===== config.mk =====
export PLATFORM = sky130hd
export DESIGN_NAME = regulator_enable_control
export DESIGN_NICKNAME = d
export VERILOG_FILES = /design/src/include/regulator_enable_pkg.sv /design/src/include/regulator_ctrl_if.sv /design/src/hw/regulator_enable_control.sv /design/src/hw/regulator_enable_decode.sv
export SDC_FILE = /design/constraint.sdc
export NUM_CORES = 1
export LEC_CHECK = 0
export BUFFER_PORTS_ARGS = -buffer_cell sky130_fd_sc_hd__buf_2
export CORE_ASPECT_RATIO = 0.9
export CORE_MARGIN = 2
export CORE_UTILIZATION = 30
export DETAILED_ROUTE_END_ITERATION = 12
export HOLD_SLACK_MARGIN = 0.15
export MAX_ROUTING_LAYER = met4
export PLACE_DENSITY = 0.59
export SLEW_MARGIN = 30
export SYNTH_ARGS = -nofsm -noshare
export SYNTH_HDL_FRONTEND = slang
export SYNTH_HIERARCHICAL = 1
export SYNTH_SLANG_ARGS = --single-unit

===== constraint.sdc =====
create_clock -name clk -period 3.41 [get_ports clk]
set_clock_uncertainty 0.2 [all_clocks]
set_input_delay 0.5115 -clock clk [delete_from_list [all_inputs] [get_ports clk]]
set_output_delay 0.5115 -clock clk [all_outputs]
set_load 0.02 [all_outputs]

===== src/include/regulator_enable_pkg.sv =====
package regulator_enable_pkg;

    // =====================================================================
    // register offsets
    localparam logic [7:0] ADDR_REG1_ENABLE_CONFIG = 8'h5a;
    localparam logic [7:0] ADDR_REG1_VOLTAGE_CODE = 8'h5c;
    localparam logic [7:0] ADDR_REG1_PIN_SELECT = 8'h5d;
    localparam logic [7:0] ADDR_REG2_ENABLE_CONFIG = 8'h5e;
    localparam logic [7:0] ADDR_REG2_PIN_SELECT = 8'h61;

    // =====================================================================
    // reset values
    localparam logic [7:0] RST_ENABLE_CONFIG = 8'h00;
    localparam logic [7:0] RST_VOLTAGE_CODE = 8'h00;
    localparam logic [7:0] RST_PIN_SELECT = 8'h00;
    localparam logic [7:0] RST_PIN_LEVELS = 8'h00;
    localparam logic [7:0] RST_READ_DATA = 8'h00;
    localparam logic [7:0] READ_UNMAPPED = 8'h00;

    // =====================================================================
    // field layout of the enable configuration, voltage code and pin select registers
    localparam int SEQ_MSB = 7;
    localparam int SEQ_LSB = 5;
    localparam int MODE_MSB = 1;
    localparam int MODE_LSB = 0;
    localparam logic [7:0] ENABLE_CONFIG_MASK = 8'he3;
    localparam logic [7:0] VOLTAGE_CODE_MASK = 8'h1f;
    localparam int VCODE_W = 5;
    localparam int PIN_COUNT = 8;

    // =====================================================================
    // sequencing codes
    typedef logic [2:0] seq_t;
    localparam seq_t SEQ_DISABLED = 3'h0;
    localparam seq_t SEQ_SUPPLY_ON = 3'h1;
    localparam seq_t SEQ_BOOT_0 = 3'h2;
    localparam seq_t SEQ_BOOT_25 = 3'h3;
    localparam seq_t SEQ_BOOT_50 = 3'h4;
    localparam seq_t SEQ_BY_MODE = 3'h7;

    // enable mode codes
    typedef logic [1:0] mode_t;
    localparam mode_t MODE_OFF = 2'h0;
    localparam mode_t MODE_ON = 2'h1;
    localparam mode_t MODE_PIN = 2'h2;

    // =====================================================================
    // voltage scale in millivolts
    localparam int VOUT_W = 12;
    localparam logic [11:0] VOUT_BASE_MV = 12'h384;
    localparam logic [11:0] VOUT_STEP_MV = 12'h064;

endpackage : regulator_enable_pkg


===== src/include/regulator_ctrl_if.sv =====
`timescale 1ns/1ps

interface regulator_ctrl_if;
    logic [2:0] seq;
    logic [1:0] mode;
    logic [7:0] mask;
    logic supply_code_allowed;
    logic enable;

    modport owner (output seq, output mode, output mask, output supply_code_allowed, input enable);
    modport decoder (input seq, input mode, input mask, input supply_code_allowed, output enable);
endinterface : regulator_ctrl_if


===== src/hw/regulator_enable_control.sv =====
`timescale 1ns/1ps

module regulator_enable_control
(
    // clock and reset
    input wire logic clk,
    input wire logic rst_n,
    // register port from the serial control interface
    input wire logic [7:0] reg_addr,
    input wire logic reg_wr_en,
    input wire logic [7:0] reg_wr_data,
    output logic [7:0] reg_rd_data,
    // multipurpose control pins, asynchronous
    input wire logic [7:0] multipurpose_control_pin,
    // supply and boot sequencer status, same clock
    input wire logic supply_present,
    input wire logic boot_0_reached,
    input wire logic boot_25_reached,
    input wire logic boot_50_reached,
    input wire logic boot_100_reached,
    // regulator controls
    output logic reg1_enable,
    output logic reg2_enable,
    output logic [4:0] reg1_voltage_code,
    output logic [11:0] reg1_voltage_mv
);

    logic [7:0] reg1_enable_config_ff;
    logic [7:0] reg1_voltage_code_ff;
    logic [7:0] reg1_pin_select_mask_ff;
    logic [7:0] reg2_enable_config_ff;
    logic [7:0] reg2_pin_select_mask_ff;
    logic [7:0] pin_meta_ff;
    logic [7:0] pin_sync_ff;
    logic [7:0] nxt_rd_data;
    logic [7:0] rd_data_ff;
    logic [11:0] nxt_voltage_mv;
    logic [11:0] voltage_mv_ff;

    // =====================================================================
    // per-regulator configuration bundles
    regulator_ctrl_if reg1_ctrl ();
    regulator_ctrl_if reg2_ctrl ();

    // =====================================================================
    // field and address helpers, shared by both regulators
    function automatic logic [2:0] seq_of(input logic [7:0] cfg);
        seq_of = cfg[regulator_enable_pkg::SEQ_MSB:regulator_enable_pkg::SEQ_LSB];
    endfunction : seq_of

    function automatic logic [1:0] mode_of(input logic [7:0] cfg);
        mode_of = cfg[regulator_enable_pkg::MODE_MSB:regulator_enable_pkg::MODE_LSB];
    endfunction : mode_of

    function automatic logic hit(input logic [7:0] addr, input logic [7:0] target);
        hit = reg_wr_en && (addr == target);
    endfunction : hit

    // =====================================================================
    // pin synchroniser
    // pins are asynchronous; the first stage may go metastable,
    // so only the second stage feeds the enable decoders
    always_ff @(posedge clk or negedge rst_n)
    begin
        if (!rst_n)
        begin
            pin_meta_ff <= regulator_enable_pkg::RST_PIN_LEVELS;
            pin_sync_ff <= regulator_enable_pkg::RST_PIN_LEVELS;
        end
        else
        begin
            pin_meta_ff <= multipurpose_control_pin;
            pin_sync_ff <= pin_meta_ff;
        end
    end

    // =====================================================================
    // register writes; unused bits are held at zero
    // first regulator: enable config, voltage code, pin mask
    always_ff @(posedge clk or negedge rst_n)
    begin
        if (!rst_n)
            reg1_enable_config_ff <= regulator_enable_pkg::RST_ENABLE_CONFIG;
        else if (hit(reg_addr, regulator_enable_pkg::ADDR_REG1_ENABLE_CONFIG))
            reg1_enable_config_ff <= reg_wr_data & regulator_enable_pkg::ENABLE_CONFIG_MASK;
    end

    always_ff @(posedge clk or negedge rst_n)
    begin
        if (!rst_n)
            reg1_voltage_code_ff <= regulator_enable_pkg::RST_VOLTAGE_CODE;
        else if (hit(reg_addr, regulator_enable_pkg::ADDR_REG1_VOLTAGE_CODE))
            reg1_voltage_code_ff <= reg_wr_data & regulator_enable_pkg::VOLTAGE_CODE_MASK;
    end

    always_ff @(posedge clk or negedge rst_n)
    begin
        if (!rst_n)
            reg1_pin_select_mask_ff <= regulator_enable_pkg::RST_PIN_SELECT;
        else if (hit(reg_addr, regulator_enable_pkg::ADDR_REG1_PIN_SELECT))
            reg1_pin_select_mask_ff <= reg_wr_data;
    end

    // second regulator: enable config and pin mask
    always_ff @(posedge clk or negedge rst_n)
    begin
        if (!rst_n)
            reg2_enable_config_ff <= regulator_enable_pkg::RST_ENABLE_CONFIG;
        else if (hit(reg_addr, regulator_enable_pkg::ADDR_REG2_ENABLE_CONFIG))
            reg2_enable_config_ff <= reg_wr_data & regulator_enable_pkg::ENABLE_CONFIG_MASK;
    end

    always_ff @(posedge clk or negedge rst_n)
    begin
        if (!rst_n)
            reg2_pin_select_mask_ff <= regulator_enable_pkg::RST_PIN_SELECT;
        else if (hit(reg_addr, regulator_enable_pkg::ADDR_REG2_PIN_SELECT))
            reg2_pin_select_mask_ff <= reg_wr_data;
    end

    // =====================================================================
    // read back, registered; unmapped addresses read zero
    // one cycle of latency keeps reg_rd_data straight from a flop
    always_comb
    begin
        case (reg_addr)
            regulator_enable_pkg::ADDR_REG1_ENABLE_CONFIG: nxt_rd_data = reg1_enable_config_ff;
            regulator_enable_pkg::ADDR_REG1_VOLTAGE_CODE: nxt_rd_data = reg1_voltage_code_ff;
            regulator_enable_pkg::ADDR_REG1_PIN_SELECT: nxt_rd_data = reg1_pin_select_mask_ff;
            regulator_enable_pkg::ADDR_REG2_ENABLE_CONFIG: nxt_rd_data = reg2_enable_config_ff;
            regulator_enable_pkg::ADDR_REG2_PIN_SELECT: nxt_rd_data = reg2_pin_select_mask_ff;
            default: nxt_rd_data = regulator_enable_pkg::READ_UNMAPPED;
        endcase
    end

    always_ff @(posedge clk or negedge rst_n)
    begin
        if (!rst_n)
            rd_data_ff <= regulator_enable_pkg::RST_READ_DATA;
        else
            rd_data_ff <= nxt_rd_data;
    end

    // =====================================================================
    // voltage in millivolts, linear in the code
    // top code gives 4000 mV, which still fits the 12-bit result
    always_comb
    begin
        nxt_voltage_mv = regulator_enable_pkg::VOUT_BASE_MV
            + 12'(reg1_voltage_code_ff[regulator_enable_pkg::VCODE_W-1:0] * regulator_enable_pkg::VOUT_STEP_MV);
    end

    always_ff @(posedge clk or negedge rst_n)
    begin
        // code resets to zero, so the scale starts at its base
        if (!rst_n)
            voltage_mv_ff <= regulator_enable_pkg::VOUT_BASE_MV;
        else
            voltage_mv_ff <= nxt_voltage_mv;
    end

    // =====================================================================
    // enable decoders; only the first regulator has the supply-on code
    // both decoders see the same synchronised pins, so a pin edge
    // reaches the two enables on the same clock
    // supply-on is refused for the second regulator by its tie-off
    assign reg1_ctrl.seq = seq_of(reg1_enable_config_ff);
    assign reg1_ctrl.mode = mode_of(reg1_enable_config_ff);
    assign reg1_ctrl.mask = reg1_pin_select_mask_ff;
    assign reg1_ctrl.supply_code_allowed = 1'b1;
    assign reg2_ctrl.seq = seq_of(reg2_enable_config_ff);
    assign reg2_ctrl.mode = mode_of(reg2_enable_config_ff);
    assign reg2_ctrl.mask = reg2_pin_select_mask_ff;
    assign reg2_ctrl.supply_code_allowed = 1'b0;

    regulator_enable_decode u_reg1_decode
    (
        .clk(clk),
        .rst_n(rst_n),
        .pins(pin_sync_ff),
        .supply_present(supply_present),
        .boot_0_reached(boot_0_reached),
        .boot_25_reached(boot_25_reached),
        .boot_50_reached(boot_50_reached),
        .boot_100_reached(boot_100_reached),
        .ctrl(reg1_ctrl)
    );

    regulator_enable_decode u_reg2_decode
    (
        .clk(clk),
        .rst_n(rst_n),
        .pins(pin_sync_ff),
        .supply_present(supply_present),
        .boot_0_reached(boot_0_reached),
        .boot_25_reached(boot_25_reached),
        .boot_50_reached(boot_50_reached),
        .boot_100_reached(boot_100_reached),
        .ctrl(reg2_ctrl)
    );

    // =====================================================================
    // outputs
    assign reg_rd_data = rd_data_ff;
    assign reg1_enable = reg1_ctrl.enable;
    assign reg2_enable = reg2_ctrl.enable;
    assign reg1_voltage_code = reg1_voltage_code_ff[regulator_enable_pkg::VCODE_W-1:0];
    assign reg1_voltage_mv = voltage_mv_ff;

endmodule : regulator_enable_control


===== src/hw/regulator_enable_decode.sv =====
`timescale 1ns/1ps

module regulator_enable_decode
(
    // clock and reset
    input wire logic clk,
    input wire logic rst_n,
    // shared status, already synchronised
    input wire logic [7:0] pins,
    input wire logic supply_present,
    input wire logic boot_0_reached,
    input wire logic boot_25_reached,
    input wire logic boot_50_reached,
    input wire logic boot_100_reached,
    // per-regulator configuration
    regulator_ctrl_if.decoder ctrl
);

    logic nxt_enable;
    logic enable_ff;

    // =====================================================================
    // enable decode
    always_comb
    begin
        nxt_enable = 1'b0;
        case (ctrl.seq)
            regulator_enable_pkg::SEQ_DISABLED: nxt_enable = 1'b0;
            regulator_enable_pkg::SEQ_SUPPLY_ON: nxt_enable = ctrl.supply_code_allowed & supply_present;
            regulator_enable_pkg::SEQ_BOOT_0: nxt_enable = boot_0_reached;
            regulator_enable_pkg::SEQ_BOOT_25: nxt_enable = boot_25_reached;
            regulator_enable_pkg::SEQ_BOOT_50: nxt_enable = boot_50_reached;
            regulator_enable_pkg::SEQ_BY_MODE:
            begin
                // mode field only counts once the boot delay is complete
                case (ctrl.mode)
                    regulator_enable_pkg::MODE_OFF: nxt_enable = 1'b0;
                    regulator_enable_pkg::MODE_ON: nxt_enable = boot_100_reached;
                    regulator_enable_pkg::MODE_PIN: nxt_enable = boot_100_reached & (|(ctrl.mask & pins));
                    default: nxt_enable = 1'b0;
                endcase
            end
            default: nxt_enable = 1'b0;
        endcase
    end

    always_ff @(posedge clk or negedge rst_n)
    begin
        if (!rst_n)
            enable_ff <= 1'b0;
        else
            enable_ff <= nxt_enable;
    end

    assign ctrl.enable = enable_ff;

endmodule : regulator_enable_decode


* After elaboration in Yosys (flattened, before gate mapping)
Cells that the tools add are included.
W data, S select, Z words.
** Storage, ports and cells
- Latch bits :: 0
- ROM bits :: 0
- Word-level logic and storage cells :: 47
- Flip-flop bits (word level) :: 69
- Input port bits :: 32
- Bits in writable memories :: 0
- Memories :: 0
- Output and inout bits :: 27
** Cells by class
- Multipliers :: 1
- Eq/ne operators :: 18
- Reduce and logical (&&, ||, !) cells :: 7
- Shift-type cells :: 0
- Bitwise gates (word level) :: 4
- Muxes and demuxes :: 5
- Divide/modulo/power cells :: 0
- $add $sub $neg :: 1
- Magnitude comparators :: 0
** Operators with widths (number)
- $eq A8 B7 Y1 const B :: 5
- $pmux W8 S5 :: 1
- $and A8 B8 Y8 :: 2
- $reduce_or A8 Y1 :: 2
- $add A10 B12 Y12 const A :: 1
- $eq A3 B2 Y1 const B :: 4
- $eq A3 B3 Y1 const B :: 4
- $mul A5 B5 Y10 const B :: 1
- $logic_and A1 B1 Y1 :: 5
- $pmux W1 S5 :: 1
- $eq A2 B1 Y1 const B :: 2
- $eq A2 B2 Y1 const B :: 2
- $pmux W1 S2 :: 2
- $pmux W1 S4 :: 1
- $eq A3 B1 Y1 const B :: 1
- $and A1 B1 Y1 :: 2

* Depth between registers and ports, before layout
- Depth after elaboration :: 5
- Mapped depth :: 10
- Depth with buffers taken out :: 10

* Cells and area by module
Netlist, hierarchy kept.
** Modules (own cells, without submodules)
- regulator_enable_control :: cells each 195, area an instance 2790.2 um^2, times used 1, seq. area each 1631.6 um^2
- regulator_enable_decode :: cells each 22, area an instance 162.7 um^2, times used 2, seq. area each 25.0 um^2

* Worst setup path after synthesis
Ideal clock, no wire load.
- Path kind :: flip-flop to flip-flop
- From :: register reg1_voltage_code_ff[0]
- To :: register voltage_mv_ff[11] (netlist: reg1_voltage_mv[11])
- Clock period less this slack :: 2.857 ns
- Library setup time :: 0.124 ns
- Arrival :: 2.533 ns
- Cell stages (with the launch flop) :: 9
- Slack :: 0.553 ns
- Path buffers :: 0
- Required time :: 3.086 ns
- Path through :: dfrtp_1 ha_1 ha_1 ha_1 fa_1 xnor2_1 nor3b_1 a21oi_1 xnor2_1
** On the way
- Word-level cells in the longest chain between the ends :: 2
** RTL lines
- start, declared :: line regulator_enable_control.sv:29 : logic [7:0] reg1_voltage_code_ff;
- start signal, assigned :: line regulator_enable_control.sv:91 : reg1_voltage_code_ff <= regulator_enable_pkg::RST_VOLTAGE_CODE;
- start signal, assigned :: line regulator_enable_control.sv:93 : reg1_voltage_code_ff <= reg_wr_data & regulator_enable_pkg::VOLTAGE_CODE_MASK;
- $mul A5 B5 Y10 :: line regulator_enable_control.sv:150 : + 12'(reg1_voltage_code_ff[regulator_enable_pkg::VCODE_W-1:0] * regulator_enable_pkg::VOUT_STEP_MV);
- $add A10 B12 Y12 :: line regulator_enable_control.sv:150
- net nxt_voltage_mv[11] :: line regulator_enable_control.sv:37 : logic [11:0] nxt_voltage_mv;
- end signal, assigned :: line regulator_enable_control.sv:157 : voltage_mv_ff <= regulator_enable_pkg::VOUT_BASE_MV;
- end signal, assigned :: line regulator_enable_control.sv:159 : voltage_mv_ff <= nxt_voltage_mv;
- end, declared :: line regulator_enable_control.sv:38 : logic [11:0] voltage_mv_ff;
The timed path passes the listed nets, and every way through them passes these cells.
A chain may end at the register's enable or synchronous reset.

* Worst setup path after layout
Same ends and word-level chain as after synthesis.

==> out/metrics.cfg <==
[status]
status=finished, final reports clean

[synth]
syn_area_per_cell_sq_um=13.0
synth_cells=239
synth_top_area_share=0.506
synth-seq-cells=67
async_flop_share=1.00
syn-cell-area_sq_mm=0.00312
synth_area_leaders=dfrtp_1 (51%), mux2_2 (11%), ha_1 (8.4%)
seq_area_frac_synth=0.540
yosys.area.top_type=dfrtp_1
synth_cell_types=40
synth_flop_cell=dfrtp_1
synth-edff-count=0
ys_warn_count=6

[timing]
period_share=0.873
period_needed_ns=2.98
setup_viol=0
rsz0062_at_grt=false
setup_tns_ns=0
slew_headroom=0.445
worstMarginPinSlew_ns=0.833
hold_viol_final=0
timing.fmax_mhz=336
drv_slew=0
hold_ws_ns=0.149

[hold_path]
worstHoldStart=pin_meta_ff[3]
hold_class=reg -> reg

[power_and_ir_drop]
leakage_nw=1.97
p_int_mw=1.47
clkPwrFrac=0.449
seq_power_share=0.448
p_sw_uw=491
powerDensity_mw_per_mm2=496
vdd_drop_max_uv=258
swShare=0.251
combPwrFrac=0.103

[route]
drt_wl_total_mm=6.99
vias=2134
viasPerCell=4.75
wire_per_inst_um=15.6
first_pass_iters=4
drc=0
ant_nets=0
dr.first_iter.drc_count=169

[global_routing]
grt_max_degree=68
grt_pass1_vias=2323
antenna_found_initial=0
grt_overflow_total=0
grt_usage=0.140
grt_pass1_wl_mm=11.7

[clock_tree]
cts_tree=done
cts_setup_buffers=0
htreeDepth=3
cts_max_path_buffers=2
path_clk_slew_ns=0.06
insertion_delay_ns=0.33
cts_hold_buffers=12
clock-sinks=67
cts_resized=0
root_buffer=clkbuf_16
cts_buffers=9

[worst_setup_path]
startpoint=reg1_voltage_code_ff[0]
worstPathMaxFanout=8
cpMostUsedCell=ha_1
crit_arrival_ns=2.99
end_kind=flop
critPathSlowestCell=dfrtp_1
slowest_delay_ns=0.46
cp_data_required_time_ns=3.42
startpoint_type=flop
critPathKind=reg -> reg
r2r_start=reg1_voltage_code_ff[0]
path_cells=ha_1 > ha_1 > ha_1 > fa_1 > xnor2_1 > nor3b_1 > a21oi_1 > xnor2_1

[layout]
final_cell_mix=dfrtp_1 (63), buf_2 (56), mux2_2 (30), ha_1 (21), a22oi_1 (14)
syn2layout_area_growth_pct=26.7
drive_gt1_frac=0.359
diodes=0
final_common_cell=dfrtp_1
nets=369

[place]
portBuffers=56
dpl.hpwl_mm=5.11
gp_congestion=0.847

[die]
rows=35
die_h_um=101
initial_core_util=0.307
fp.coreArea_sq_mm=0.0102
die_w_um=111
die-area_sq_mm=0.0112
ios=59

[flow_run]
cap_violations=0

[power by group through the flow]
stage	Sequential, mW	Clock, mW	Combinational [mW]
6_report	0.877	0.878	0.202
3_5_place_dp	0.891	0	0.194
5_1_grt	0.883	0.935	0.225
3_3_place_gp	0.889	0	0.191
4_1_cts	0.877	0.896	0.206
2_1_floorplan	0.910	0	0.0863
[synthesized netlist by cell type (5+ instances only)]
library cell / count
o21ai_0: 5
and3_1: 7
a22oi_1: 14
ha_1: 21
inv_1: 7
nand2_1: 6
a21oi_1: 11
dfrtp_1: 63
nor2_1: 5
xnor2_1: 10
nand3_1: 6
mux2_2: 30
nand3b_1: 6
[state kept, by name, summed over array words and instances (netlist names)]
| signal | flops |
|---|---|
| reg1_enable_config_ff | 5 |
| reg1_voltage_code_ff | 5 |
| reg2_enable_config_ff | 5 |
| u_reg2_decode/ctrl.enable | 1 |
| u_reg1_decode/ctrl.enable | 1 |
| pin_sync_ff | 8 |
| reg1_ctrl.mask | 8 |
| pin_meta_ff | 8 |
| reg2_ctrl.mask | 8 |
| reg1_voltage_mv | 10 |
| reg_rd_data | 8 |
[path summary, 6_finish.rpt]
| kind | cells past startpoint | end | slack (ns) |
|---|---|---|---|
| worst max-delay path | 8 | reg1_voltage_mv[11] | 0.43 |
| worst min-delay path | 0 | pin_sync_ff[3] | 0.15 |
| worst max register to register | 8 | reg1_voltage_mv[11] | 0.43 |
| worst min register to register | 0 | pin_sync_ff[3] | 0.15 |
| max in group asynchronous | 2 | pin_meta_ff[4] | 2.30 |
| min in group asynchronous | 2 | reg2_ctrl.mask[4] | 0.18 |
[layout make-up]
cell class,count,area [sq um]
well taps,129,161
fillers,1001,6210
clock inverters,5,36.3
multi-input cells,160,1370
clock buffers,11,253
flip-flops and latches,67,1680
inverters,7,26.3
repair buffers,70,415
[cell families (layout without fill, tap and decap cells)]
| logic type | after synthesis | after routing | share of synthesized area |
|---|---|---|---|
| other cells | 2 | 4 | 0.00241 |
| buf+inv | 14 | 93 | 0.0221 |
| flops | 67 | 67 | 0.540 |
| compound gates | 42 | 42 | 0.0932 |
| mux | 33 | 33 | 0.118 |
| fa+ha+maj | 22 | 22 | 0.0908 |
| xor+xnor | 12 | 12 | 0.0337 |
| simple gates | 47 | 47 | 0.0996 |
[worst max-delay path: cells and delay by family (launching register included)]
kind	cells	cell delay (ns)
AO/OA/AOI/OAI	1	0.13
AND/OR/NAND/NOR	1	0.33
flip-flops	1	0.46
XOR/XNOR	2	0.42
adder cells (fa/ha/maj)	4	1.31
[layer usage]
layer	wire length, um	track usage	share of wire	vias to the layer above
li1	-	-	-	1020
met1	3190	0.172	0.46	1043
met2	3290	0.217	0.47	60
met3	390	0.0373	0.056	11
met4	123	0.0646	0.018	0
met5	0	-	0	-
[per-stage QoR]
step,cells,setup slack [ns],power [mW],util,cell area [sq um]
after floorplan,241,0.553,0.996,-,3120
after global routing,449,0.261,2.04,0.388,3950
final,449,0.434,1.96,0.388,3950
after global placement,421,0.541,1.08,0.348,3540
after CTS,449,0.433,1.98,0.388,3950
after detailed placement,421,0.455,1.08,0.348,3540
Power figures use the tool's default switching activity.
